$ cat src/verilog/aig_pkg.sv
package aig_pkg;

    // ==========================================================
    // Register indices and bus byte addresses
    // ==========================================================
    localparam logic [7:0] AUX_PENDING_INDEX_IDX = 8'hA5;
    localparam logic [7:0] AUX_MASK_REG_IDX = 8'hA6;
    localparam logic [7:0] AUX_FLAG_REG_IDX = 8'hA7;
    localparam logic [7:0] CORE_IRQ_MASK_IDX = 8'hA8;
    localparam logic [7:0] EXT_IRQ_CTRL_IDX = 8'hD8;
    localparam logic [9:0] AUX_PENDING_INDEX_ADR = {AUX_PENDING_INDEX_IDX, 2'b00};
    localparam logic [9:0] AUX_MASK_REG_ADR = {AUX_MASK_REG_IDX, 2'b00};
    localparam logic [9:0] AUX_FLAG_REG_ADR = {AUX_FLAG_REG_IDX, 2'b00};
    localparam logic [9:0] CORE_IRQ_MASK_ADR = {CORE_IRQ_MASK_IDX, 2'b00};
    localparam logic [9:0] EXT_IRQ_CTRL_ADR = {EXT_IRQ_CTRL_IDX, 2'b00};

    // ==========================================================
    // Reset values
    // ==========================================================
    localparam logic [7:0] AUX_MASK_RST = 8'h00;
    localparam logic [7:0] CORE_IRQ_MASK_RST = 8'h00;
    localparam logic [7:0] EXT_IRQ_CTRL_RST = 8'h00;
    localparam logic [3:0] PENDING_NONE = 4'h0;

    // ==========================================================
    // Field positions
    // ==========================================================
    localparam int AUX_GROUP_EN_BIT = 4;
    localparam int GLOBAL_IRQ_GATE_BIT = 7;
    localparam int EXT_PIN0_BIT = 0;
    localparam int TIMER0_BIT = 1;
    localparam int EXT_PIN1_BIT = 2;
    localparam int TIMER1_BIT = 3;
    localparam int UART0_BIT = 4;
    localparam int TIMER2_BIT = 5;
    localparam int UART1_BIT = 6;
    localparam int NUM_CORE_SRC = 7;
    localparam int NUM_AUX_SRC = 8;

    // ==========================================================
    // Shared auxiliary entry address
    // ==========================================================
    localparam logic [15:0] AUX_VECTOR_ADDR = 16'h0033;

endpackage

$ cat src/verilog/aig_prio_if.sv
`timescale 1ns/100ps
// Carries masked auxiliary flags to the priority encoder and its answer back.
interface aig_prio_if;
    logic [7:0] flags;
    logic [3:0] index;
    logic any;

    modport enc
    (
        input flags,
        output index,
        output any
    );

    modport ctl
    (
        output flags,
        input index,
        input any
    );
endinterface

$ cat src/verilog/aig_irq_gate.sv
`timescale 1ns/100ps
// Summary of operation
// [RULE_01] Four-bit index names highest pending auxiliary source.
// [RULE_02] All auxiliary sources share one vector address.
// [RULE_03] Index value serves directly as dispatch table index.
// [RULE_04] Mask write stores per-source enable, one enables.
// [RULE_05] Mask read returns raw unmasked source states.
// [RULE_06] Mask bit seven slow tick, zero core undervoltage.
// [RULE_07] Fixed priority: bit zero highest, bit seven lowest.
// [RULE_08] Serial receive and two-wire share one slot.
// [RULE_09] Undervoltage and breakpoint share top-priority slot.
// [RULE_10] Only control bit four enables auxiliary group.
// [RULE_11] Status bit is source active and enabled.
// [RULE_12] Global gate bit seven blocks all core sources.
// [RULE_13] Core mask bit layout: gate, uarts, timers, pins; code, bit 7 down: gate, uart1, timer2, uart0, timer1, pin b, timer0, pin a.
// [RULE_14] Serial enable passes receive or transmit flag.
// [RULE_15] Timer enables pass the timer overflow flags.
// [RULE_16] Pin enables pass external pin requests.
// [RULE_17] Index recomputed each clock, upper bits zero.
module aig_irq_gate
(
    // Clock and reset.
    input wire logic i_core_clk,
    input wire logic i_rst_n,
    // Wishbone slave.
    input wire logic i_wb_cyc,
    input wire logic i_wb_stb,
    input wire logic i_wb_we,
    input wire logic [11:0] i_wb_adr,
    input wire logic [3:0] i_wb_sel,
    input wire logic [31:0] i_wb_dat,
    output logic [31:0] o_wb_dat,
    output logic o_wb_ack,
    // Auxiliary raw sources.
    input wire logic i_core_undervolt_or_break,
    input wire logic i_analog_undervolt,
    input wire logic i_serial_rx,
    input wire logic i_twowire_status,
    input wire logic i_serial_tx,
    input wire logic i_milli_tick,
    input wire logic i_conversion_done,
    input wire logic i_accumulator,
    input wire logic i_slow_tick,
    // Classic core sources.
    input wire logic i_uart0_rx_flag,
    input wire logic i_uart0_tx_flag,
    input wire logic i_uart1_rx_flag,
    input wire logic i_uart1_tx_flag,
    input wire logic i_timer0_overflow_flag,
    input wire logic i_timer1_overflow_flag,
    input wire logic i_timer2_overflow_flag,
    input wire logic i_ext_irq_pin_a,
    input wire logic i_ext_irq_pin_b,
    // Requests toward the core entry logic.
    output logic [6:0] o_core_irq_req,
    output logic o_aux_irq_req,
    output logic [15:0] o_aux_vector,
    output logic [3:0] o_aux_pending_index
);

    // ==========================================================
    // Registers and wires
    // ==========================================================
    logic [7:0] aux_mask_reg_ff;
    logic [7:0] core_irq_mask_ff;
    logic [7:0] ext_irq_ctrl_ff;
    logic [3:0] aux_pending_index_ff;
    logic [6:0] core_irq_req_ff;
    logic aux_irq_req_ff;
    logic [15:0] aux_vector_ff;
    logic wb_ack_ff;
    logic [31:0] wb_dat_ff;
    logic [7:0] aux_raw;
    logic [7:0] aux_flag;
    logic [6:0] core_src;
    logic [6:0] nxt_core_irq_req;
    logic [31:0] nxt_wb_dat;
    logic wb_req;
    logic wb_wr;
    logic [9:0] wb_word;
    logic global_irq_gate;
    logic aux_group_en;
    logic wr_aux_mask;
    logic wr_core_mask;
    logic wr_ext_ctrl;

    aig_prio_if prio ();

    // ==========================================================
    // Auxiliary source collection
    // ==========================================================
    // Shared slots are plain ORs; software tells the pair apart in the
    // owning peripheral, since one status bit cannot.
    // Sources are levels owned and cleared by their peripherals; no flag is
    // held here, so there is no set-against-clear race to resolve.
    always_comb
    begin
        aux_raw[0] = i_core_undervolt_or_break; // [RULE_09]
        aux_raw[1] = i_analog_undervolt; // [RULE_06]
        aux_raw[2] = i_serial_rx | i_twowire_status; // [RULE_08]
        aux_raw[3] = i_serial_tx;
        aux_raw[4] = i_milli_tick;
        aux_raw[5] = i_conversion_done;
        aux_raw[6] = i_accumulator;
        aux_raw[7] = i_slow_tick;
    end

    // Status is the source gated by its own mask only; the group enable does
    // not clear it, so software can poll with the group switched off.
    assign aux_flag = aux_raw & aux_mask_reg_ff; // [RULE_11]

    // The group enable sits in a register of its own, away from the core gate.
    assign aux_group_en = ext_irq_ctrl_ff[aig_pkg::AUX_GROUP_EN_BIT]; // [RULE_10]

    // ==========================================================
    // Priority encoder
    // ==========================================================
    // The encoder is combinational; its answer is registered below.
    assign prio.flags = aux_flag;

    aig_prio_enc aig_prio_enc_inst
    (
        .prio(prio)
    );

    // Index follows the live flags with one register stage. Software that
    // reads the index right after changing a mask may see the winner chosen
    // under the old mask for one cycle; a read requested straight after the
    // write's acknowledge, with no idle cycle, returns that old winner.
    always_ff @(posedge i_core_clk)
    begin
        if (!i_rst_n)
        begin
            aux_pending_index_ff <= aig_pkg::PENDING_NONE;
        end
        else
        begin
            aux_pending_index_ff <= prio.index; // [RULE_17] [RULE_07] [RULE_01]
        end
    end

    // Group request to the core; the core's own gate does not touch it.
    always_ff @(posedge i_core_clk)
    begin
        if (!i_rst_n)
        begin
            aux_irq_req_ff <= 1'b0;
        end
        else
        begin
            aux_irq_req_ff <= prio.any & aux_group_en; // [RULE_10]
        end
    end

    // Entry address presented with every auxiliary request. It is a constant,
    // but it is registered so that every output comes from a flip-flop.
    always_ff @(posedge i_core_clk)
    begin
        if (!i_rst_n)
        begin
            aux_vector_ff <= aig_pkg::AUX_VECTOR_ADDR;
        end
        else
        begin
            aux_vector_ff <= aig_pkg::AUX_VECTOR_ADDR; // [RULE_02]
        end
    end

    // ==========================================================
    // Classic core source gating
    // ==========================================================
    // Serial ports request on either completion flag. The flags are levels
    // held by their peripherals until software clears them, so no edge
    // capture is needed here.
    always_comb
    begin
        core_src[aig_pkg::EXT_PIN0_BIT] = i_ext_irq_pin_a; // [RULE_16]
        core_src[aig_pkg::TIMER0_BIT] = i_timer0_overflow_flag; // [RULE_15]
        core_src[aig_pkg::EXT_PIN1_BIT] = i_ext_irq_pin_b; // [RULE_16]
        core_src[aig_pkg::TIMER1_BIT] = i_timer1_overflow_flag; // [RULE_15]
        core_src[aig_pkg::UART0_BIT] = i_uart0_rx_flag | i_uart0_tx_flag; // [RULE_14]
        core_src[aig_pkg::TIMER2_BIT] = i_timer2_overflow_flag; // [RULE_15]
        core_src[aig_pkg::UART1_BIT] = i_uart1_rx_flag | i_uart1_tx_flag; // [RULE_14]
    end

    // The global gate covers the classic sources only.
    assign global_irq_gate = core_irq_mask_ff[aig_pkg::GLOBAL_IRQ_GATE_BIT];

    // Each request needs its own mask and the global gate.
    always_comb
    begin
        nxt_core_irq_req = {aig_pkg::NUM_CORE_SRC{global_irq_gate}} &
                           core_irq_mask_ff[6:0] & core_src; // [RULE_12] [RULE_13]
    end

    // Core requests change only on a clock edge, free of decode glitches.
    always_ff @(posedge i_core_clk)
    begin
        if (!i_rst_n)
        begin
            core_irq_req_ff <= 7'h00;
        end
        else
        begin
            core_irq_req_ff <= nxt_core_irq_req;
        end
    end

    // ==========================================================
    // Wishbone slave
    // ==========================================================
    // Register map: one byte-wide register per 32-bit word, at four times
    // its index. Only byte lane 0 carries data; the upper lanes read zero,
    // and a write with lane 0 disabled is dropped rather than half applied.
    // One wait state; ack drops the cycle after it rises so a held
    // request is never answered twice.
    assign wb_req = i_wb_cyc & i_wb_stb & ~wb_ack_ff;
    assign wb_word = i_wb_adr[11:2];

    // A write lands at the edge at which the master sees the acknowledge,
    // while its request still stands; landing it an edge earlier would
    // change a register before the bus cycle that asked for it had ended.
    assign wb_wr = i_wb_cyc & i_wb_stb & wb_ack_ff & i_wb_we & i_wb_sel[0];

    // Per-register write strobes, decoded from the word index.
    assign wr_aux_mask = wb_wr & (wb_word == {2'b00, aig_pkg::AUX_MASK_REG_IDX});
    assign wr_core_mask = wb_wr & (wb_word == {2'b00, aig_pkg::CORE_IRQ_MASK_IDX});
    assign wr_ext_ctrl = wb_wr & (wb_word == {2'b00, aig_pkg::EXT_IRQ_CTRL_IDX});

    // Every request is answered, mapped or not, so no master can hang.
    always_ff @(posedge i_core_clk)
    begin
        if (!i_rst_n)
        begin
            wb_ack_ff <= 1'b0;
        end
        else
        begin
            wb_ack_ff <= wb_req;
        end
    end

    // Auxiliary mask: writes store, reads do not return it.
    always_ff @(posedge i_core_clk)
    begin
        if (!i_rst_n)
        begin
            aux_mask_reg_ff <= aig_pkg::AUX_MASK_RST;
        end
        else if (wr_aux_mask)
        begin
            aux_mask_reg_ff <= i_wb_dat[7:0]; // [RULE_04]
        end
    end

    // Core mask register.
    always_ff @(posedge i_core_clk)
    begin
        if (!i_rst_n)
        begin
            core_irq_mask_ff <= aig_pkg::CORE_IRQ_MASK_RST;
        end
        else if (wr_core_mask)
        begin
            core_irq_mask_ff <= i_wb_dat[7:0]; // [RULE_13]
        end
    end

    // External-interrupt control; only the group enable bit acts here.
    // The other bits are stored only so that software reads back its value.
    always_ff @(posedge i_core_clk)
    begin
        if (!i_rst_n)
        begin
            ext_irq_ctrl_ff <= aig_pkg::EXT_IRQ_CTRL_RST;
        end
        else if (wr_ext_ctrl)
        begin
            ext_irq_ctrl_ff <= i_wb_dat[7:0];
        end
    end

    // Read mux; unmapped words read zero and still get an ack. Status and
    // raw sources are taken live, while the pending index is a cycle behind.
    always_comb
    begin
        nxt_wb_dat = 32'h0000_0000;
        unique case (wb_word)
            {2'b00, aig_pkg::AUX_PENDING_INDEX_IDX}:
            begin
                nxt_wb_dat[3:0] = aux_pending_index_ff; // [RULE_03] [RULE_17]
            end
            {2'b00, aig_pkg::AUX_MASK_REG_IDX}:
            begin
                nxt_wb_dat[7:0] = aux_raw; // [RULE_05]
            end
            {2'b00, aig_pkg::AUX_FLAG_REG_IDX}:
            begin
                nxt_wb_dat[7:0] = aux_flag; // [RULE_11]
            end
            {2'b00, aig_pkg::CORE_IRQ_MASK_IDX}:
            begin
                nxt_wb_dat[7:0] = core_irq_mask_ff;
            end
            {2'b00, aig_pkg::EXT_IRQ_CTRL_IDX}:
            begin
                nxt_wb_dat[7:0] = ext_irq_ctrl_ff;
            end
            default:
            begin
                nxt_wb_dat = 32'h0000_0000;
            end
        endcase
    end

    // Read data is captured with the ack and held until the next answer.
    // Writes leave it alone, so a master never mistakes it for fresh data.
    always_ff @(posedge i_core_clk)
    begin
        if (!i_rst_n)
        begin
            wb_dat_ff <= 32'h0000_0000;
        end
        else if (wb_req && !i_wb_we)
        begin
            wb_dat_ff <= nxt_wb_dat;
        end
    end

    // ==========================================================
    // Outputs
    // ==========================================================
    // Every output is a plain copy of a flip-flop.
    assign o_wb_dat = wb_dat_ff;
    assign o_wb_ack = wb_ack_ff;
    assign o_core_irq_req = core_irq_req_ff;
    assign o_aux_irq_req = aux_irq_req_ff;
    assign o_aux_vector = aux_vector_ff;
    assign o_aux_pending_index = aux_pending_index_ff;

endmodule

$ cat src/verilog/aig_prio_enc.sv
`timescale 1ns/100ps
// ==========================================================
// Fixed priority encoder: bit 0 highest, code is bit plus one
// ==========================================================
module aig_prio_enc
(
    // Flags in, index out.
    aig_prio_if.enc prio
);

    logic [7:0] first;
    logic [3:0] code [8];

    // Each flag wins only when no lower-numbered flag is set.
    genvar g;
    generate
        for (g = 0; g < 8; g++)
        begin : g_first
            if (g == 0)
            begin : g_top
                assign first[g] = prio.flags[g];
            end
            else
            begin : g_rest
                assign first[g] = prio.flags[g] & ~(|prio.flags[g-1:0]);
            end
            assign code[g] = first[g] ? 4'(g + 1) : 4'h0;
        end
    endgenerate

    // At most one code is non-zero, so OR-ing them yields the winner.
    always_comb
    begin
        prio.index = code[0] | code[1] | code[2] | code[3] |
                     code[4] | code[5] | code[6] | code[7];
        prio.any = |prio.flags;
    end

endmodule

$ cat config.mk
export PLATFORM = sky130hd
export DESIGN_NAME = aig_irq_gate
export DESIGN_NICKNAME = d
export VERILOG_FILES = /design/src/verilog/aig_pkg.sv /design/src/verilog/aig_prio_if.sv /design/src/verilog/aig_irq_gate.sv /design/src/verilog/aig_prio_enc.sv
export SDC_FILE = /design/constraint.sdc
export NUM_CORES = 1
export LEC_CHECK = 0
export BUFFER_PORTS_ARGS = -buffer_cell sky130_fd_sc_hd__buf_2
export CAP_MARGIN = 10
export CORE_MARGIN = 3
export CORE_UTILIZATION = 33
export CTS_BUF_LIST = sky130_fd_sc_hd__clkbuf_8
export DETAILED_ROUTE_END_ITERATION = 7
export SLEW_MARGIN = 10
export SYNTH_ARGS = -nofsm -noshare
export SYNTH_HDL_FRONTEND = slang
export SYNTH_HIERARCHICAL = 1
export SYNTH_SLANG_ARGS = --single-unit
$ cat constraint.sdc
create_clock -name i_core_clk -period 2.15 [get_ports i_core_clk]
set_input_delay 0.3225 -clock i_core_clk [delete_from_list [all_inputs] [get_ports i_core_clk]]
set_output_delay 0.3225 -clock i_core_clk [all_outputs]
set_load 0.03 [all_outputs]
==> impl_table.tex <==
\begin{tabular}{lr}
\hline
Metric & Value \\
\hline
\multicolumn{2}{l}{\textbf{Pwr}} \\
\quad Internal power & 1190 µW \\
\quad Clock group share of total power & 35.2\% \\
\quad Sw Pwr & 469 µW \\
\quad Sequential fraction of design power & 50.9\% \\
\quad Leak & 0.00128 µW \\
\quad Part of the total power dissipated in combinational logic & 13.9\% \\
\quad Maximum vdd ir drop & 0.279 mV \\
\quad Total power after layout & 1660 µW \\
\quad Power per standard cell area & 596 mW/mm² \\
\quad Switching power as a share of total power & 28.3\% \\
\multicolumn{2}{l}{\textbf{GRT}} \\
\quad Antenna violations before repair & 0 \\
\quad Grt total ovfl & 0 \\
\quad Wire length of the first global-routing pass & 9.30 mm \\
\quad GRT Util Overall & 14.0\% \\
\quad Via count of the first global-routing pass & 1,962 \\
\quad Maximum number of pins on one net before global-route repair & 18 \\
\multicolumn{2}{l}{\textbf{Setup path}} \\
\quad Path type of the worst setup path & register to register \\
\quad Arrival time at the worst endpoint & 1.89 ns \\
\quad Highest cell delay on the worst timing path & 0.69 ns \\
\quad Critical path data required time & 2.33 ns \\
\quad Largest driver fanout on the critical path & 8 \\
\quad Series of cell instances along the critical path & and3\_1 > nand3\_1 > or4\_4 > mux2i\_1 \\
\quad Critical Path Slowest Stage Cell & sky130\_fd\_sc\_hd\_\_or4\_4 \\
\quad Startpoint kind of the worst setup timing path & register \\
\quad Crit end category & register \\
\multicolumn{2}{l}{\textbf{Clock tree}} \\
\quad Count of H-tree levels built during CTS & 2 \\
\quad Post-CTS repair timing setup buffer count & 0 \\
\quad Root buffer cell & sky130\_fd\_sc\_hd\_\_clkbuf\_8 \\
\quad Hold buffers post-CTS & 0 \\
\quad Clock input transition at the sequential cells of the worst setup and hold paths & 0.09 ns \\
\quad Insertion delay of the later-clocked pin in the worst-skew pair & 0.30 ns \\
\quad Clock tree from TritonCTS & yes \\
\quad CTS buffer count & 5 \\
\quad Post-cts repair resize count & 0 \\
\quad Worst-case clock buffer depth & 2 \\
\quad CTS Sinks & 45 \\
\multicolumn{2}{l}{\textbf{STA}} \\
\quad Final worst clock skew & 0.0107 ns \\
\quad Setup ws final & 0.447 ns \\
\quad Aggregate negative setup slack & 0 ns \\
\quad Final period demand of the worst path & 1.70 ns \\
\quad Setup repair after global routing missed its margin & no \\
\quad Tcrit/Tclk final & 79.2\% \\
\quad Upper clock frequency limit & 587 MHz \\
\quad Hold Violations, Final & 0 \\
\quad Final max-slew violation count & 0 \\
\quad Final setup violating endpoints & 0 \\
\multicolumn{2}{l}{\textbf{Floorplanning}} \\
\quad Total I/O pin count & 132 \\
\quad Number of rows created at floorplan & 30 \\
\quad Die H & 90.8 µm \\
\quad Die Footprint & 0.00825 mm² \\
\quad Horizontal die dimension & 90.8 µm \\
\quad Starting utilization of the core area & 34.6\% \\
\quad Core area & 0.00687 mm² \\
\multicolumn{2}{l}{\textbf{Layout}} \\
\quad Share of final-layout standard cells stronger than drive strength 1 & 27.9\% \\
\quad Layout overhead on the synthesized area & 17.0\% \\
\quad Number of cells in the finished layout apart from fillers & 426 \\
\quad Number of antenna repair diodes & 0 \\
\quad Total area of sequential cells & 901 µm² \\
\quad Final Net Count & 400 \\
\quad Area of the multi-input gates & 0.00127 mm² \\
\quad Post-route cell area & 0.00278 mm² \\
\quad Number of filler instances in the final layout & 699 \\
\multicolumn{2}{l}{\textbf{Detailed routing}} \\
\quad Drt drc & 0 \\
\quad Routed len/inst & 13.3 µm \\
\quad DR vias & 1,968 \\
\quad Via count normalized by instance count & 4.62 \\
\quad Number of routed nets with antenna violations & 0 \\
\quad DRT Wirelength & 5.69 mm \\
\quad Number of design-rule violations left by the first detailed-router iteration & 131 \\
\quad Total iterations of the first detailed-routing run & 4 \\
\multicolumn{2}{l}{\textbf{Status}} \\
\quad Run status & finished, final reports clean \\
\multicolumn{2}{l}{\textbf{Placed design}} \\
\quad Final estimated routing congestion in global placement & 0.869 \\
\quad Worst slack, placed & 0.275 ns \\
\quad Final HPWL from detailed placement & 4.48 mm \\
\quad Port Buffer Count & 62 \\
\quad Total placed instance area & 0.00268 mm² \\
\quad Placed cells & 418 \\
\multicolumn{2}{l}{\textbf{Yosys}} \\
\quad Netlist cell types & 48 \\
\quad Synth Area per Inst & 9.10 µm² \\
\quad Seq cells post-synth & 45 \\
\quad Count of flip-flops with a built-in enable after synthesis & 0 \\
\quad Sequential cell area fraction in the yosys report & 37.9\% \\
\quad Number of warnings issued by yosys & 6 \\
\quad Async set-reset flop share out of synthesis & 0\% \\
\quad Prevailing post-synth register cell & sky130\_fd\_sc\_hd\_\_dfxtp\_1 \\
\quad Number of instances in the synthesized netlist & 261 \\
\quad Netlist area before placement & 0.00237 mm² \\
\multicolumn{2}{l}{\textbf{Flow run}} \\
\quad Total of max-cap violations & 0 \\
\multicolumn{2}{l}{\textbf{Min path}} \\
\quad Worst hold path type & input pin to register \\
\hline
\end{tabular}
## worst max-delay path, delay by kind of cell (launching register included)
family	cells	cell delay [ns]
DFF	1	0.35
muxes	1	0.16
and+or+nand+nor	3	1.07
## path summary, 6_finish.rpt
check / slack, ns / cells after the start / start / endpoint
worst max-delay path: 0.45 / 4 / o_wb_ack / aux_mask_reg_ff[1]
worst min-delay path: 0.25 / 2 / i_timer0_overflow_flag / o_core_irq_req[1]
worst max register to register: 0.45 / 4 / o_wb_ack / aux_mask_reg_ff[1]
worst min register to register: 0.46 / 2 / ext_irq_ctrl_ff[7] / ext_irq_ctrl_ff[7]
## synth_stat cells (2+ instances only)
cell,number,share of area [%]
sky130_fd_sc_hd__clkbuf_1,6,0.95
sky130_fd_sc_hd__and4b_1,2,0.84
sky130_fd_sc_hd__nand3_1,4,0.84
sky130_fd_sc_hd__nor2_1,4,0.63
sky130_fd_sc_hd__o21ai_0,16,3.4
sky130_fd_sc_hd__dfxtp_1,45,38
sky130_fd_sc_hd__nor3_1,2,0.42
sky130_fd_sc_hd__buf_4,40,13
sky130_fd_sc_hd__nand2_1,38,6.0
sky130_fd_sc_hd__a22oi_1,5,1.6
sky130_fd_sc_hd__conb_1,2,0.32
sky130_fd_sc_hd__nand2_2,3,0.79
sky130_fd_sc_hd__a21oi_1,8,1.7
sky130_fd_sc_hd__o21a_1,2,0.63
sky130_fd_sc_hd__o32a_1,4,1.7
sky130_fd_sc_hd__and3_1,9,2.4
sky130_fd_sc_hd__and2_1,14,3.7
sky130_fd_sc_hd__mux2i_1,24,10
sky130_fd_sc_hd__nor3_4,2,1.4
sky130_fd_sc_hd__inv_1,3,0.47
## cell type report
class | instances | area share, %
Sequential cell | 45 | 32.4
Multi-Input combinational cell | 203 | 45.6
Clock inverter | 1 | 0.180
Clock buffer | 7 | 3.47
Tap cell | 96 | 4.32
Inverter | 3 | 0.405
Timing Repair Buffer | 71 | 13.6
## cell usage in the layout, fill, tap and decap left out, types with 2 or more instances in the layout
master and n:
sky130_fd_sc_hd__a21oi_1 8, sky130_fd_sc_hd__a22oi_1 5, sky130_fd_sc_hd__and2_1 14, sky130_fd_sc_hd__and3_1 9, sky130_fd_sc_hd__and4b_1 2, sky130_fd_sc_hd__buf_2 62
sky130_fd_sc_hd__buf_4 9, sky130_fd_sc_hd__clkbuf_8 7, sky130_fd_sc_hd__conb_1 40, sky130_fd_sc_hd__dfxtp_1 45, sky130_fd_sc_hd__inv_1 3, sky130_fd_sc_hd__mux2i_1 24
sky130_fd_sc_hd__nand2_1 38, sky130_fd_sc_hd__nand2_2 3, sky130_fd_sc_hd__nand3_1 4, sky130_fd_sc_hd__nor2_1 4, sky130_fd_sc_hd__nor3_1 2, sky130_fd_sc_hd__nor3_4 2
sky130_fd_sc_hd__o21a_1 2, sky130_fd_sc_hd__o21ai_0 16, sky130_fd_sc_hd__o32a_1 4
## stage by stage
stage          utilization, %  hold slack, ns
2_1_floorplan               -           0.435
3_3_place_gp             39.0           0.442
3_5_place_dp             39.0           0.448
4_1_cts                  40.5           0.237
5_1_grt                  40.5           0.246
6_report                 40.5           0.250
## cell families (layout without fill, tap and decap cells)
| logic type | after synthesis | in the layout | synth area share (%) |
|---|---|---|---|
| muxes | 24 | 24 | 10.1 |
| and+or+nand+nor | 91 | 91 | 23.2 |
| AOI/OAI and AO/OA | 48 | 48 | 13.8 |
| other | 2 | 40 | 0.316 |
| buffers and inverters | 51 | 82 | 14.7 |
| DFF | 45 | 45 | 37.9 |
## registers in the layout, indices dropped and copies added (netlist names)
name and count:
aux_mask_reg_ff 8, core_irq_mask_ff 8, ext_irq_ctrl_ff 8, o_wb_dat 8, o_core_irq_req 7, o_aux_pending_index 4, o_aux_irq_req 1, o_wb_ack 1
## power by group through the flow
stage	clock network, µW	registers [µW]	logic, µW
global route	632	844	250
finish	583	843	231
global placement	0	862	228
floorplan	0	877	198
CTS	603	843	230
detailed placement	0	863	229
## metal layers
| metal | vias up | track usage, % | part of all wire, % |
|---|---|---|---|
| li1 | 978 | - | - |
| met1 | 887 | 17.2 | 42 |
| met2 | 88 | 22.9 | 47 |
| met3 | 15 | 4.42 | 8.7 |
| met4 | 0 | 5.53 | 2.6 |
| met5 | - | 0 | 0 |
Note: power is estimated with default switching activity, not from simulation.
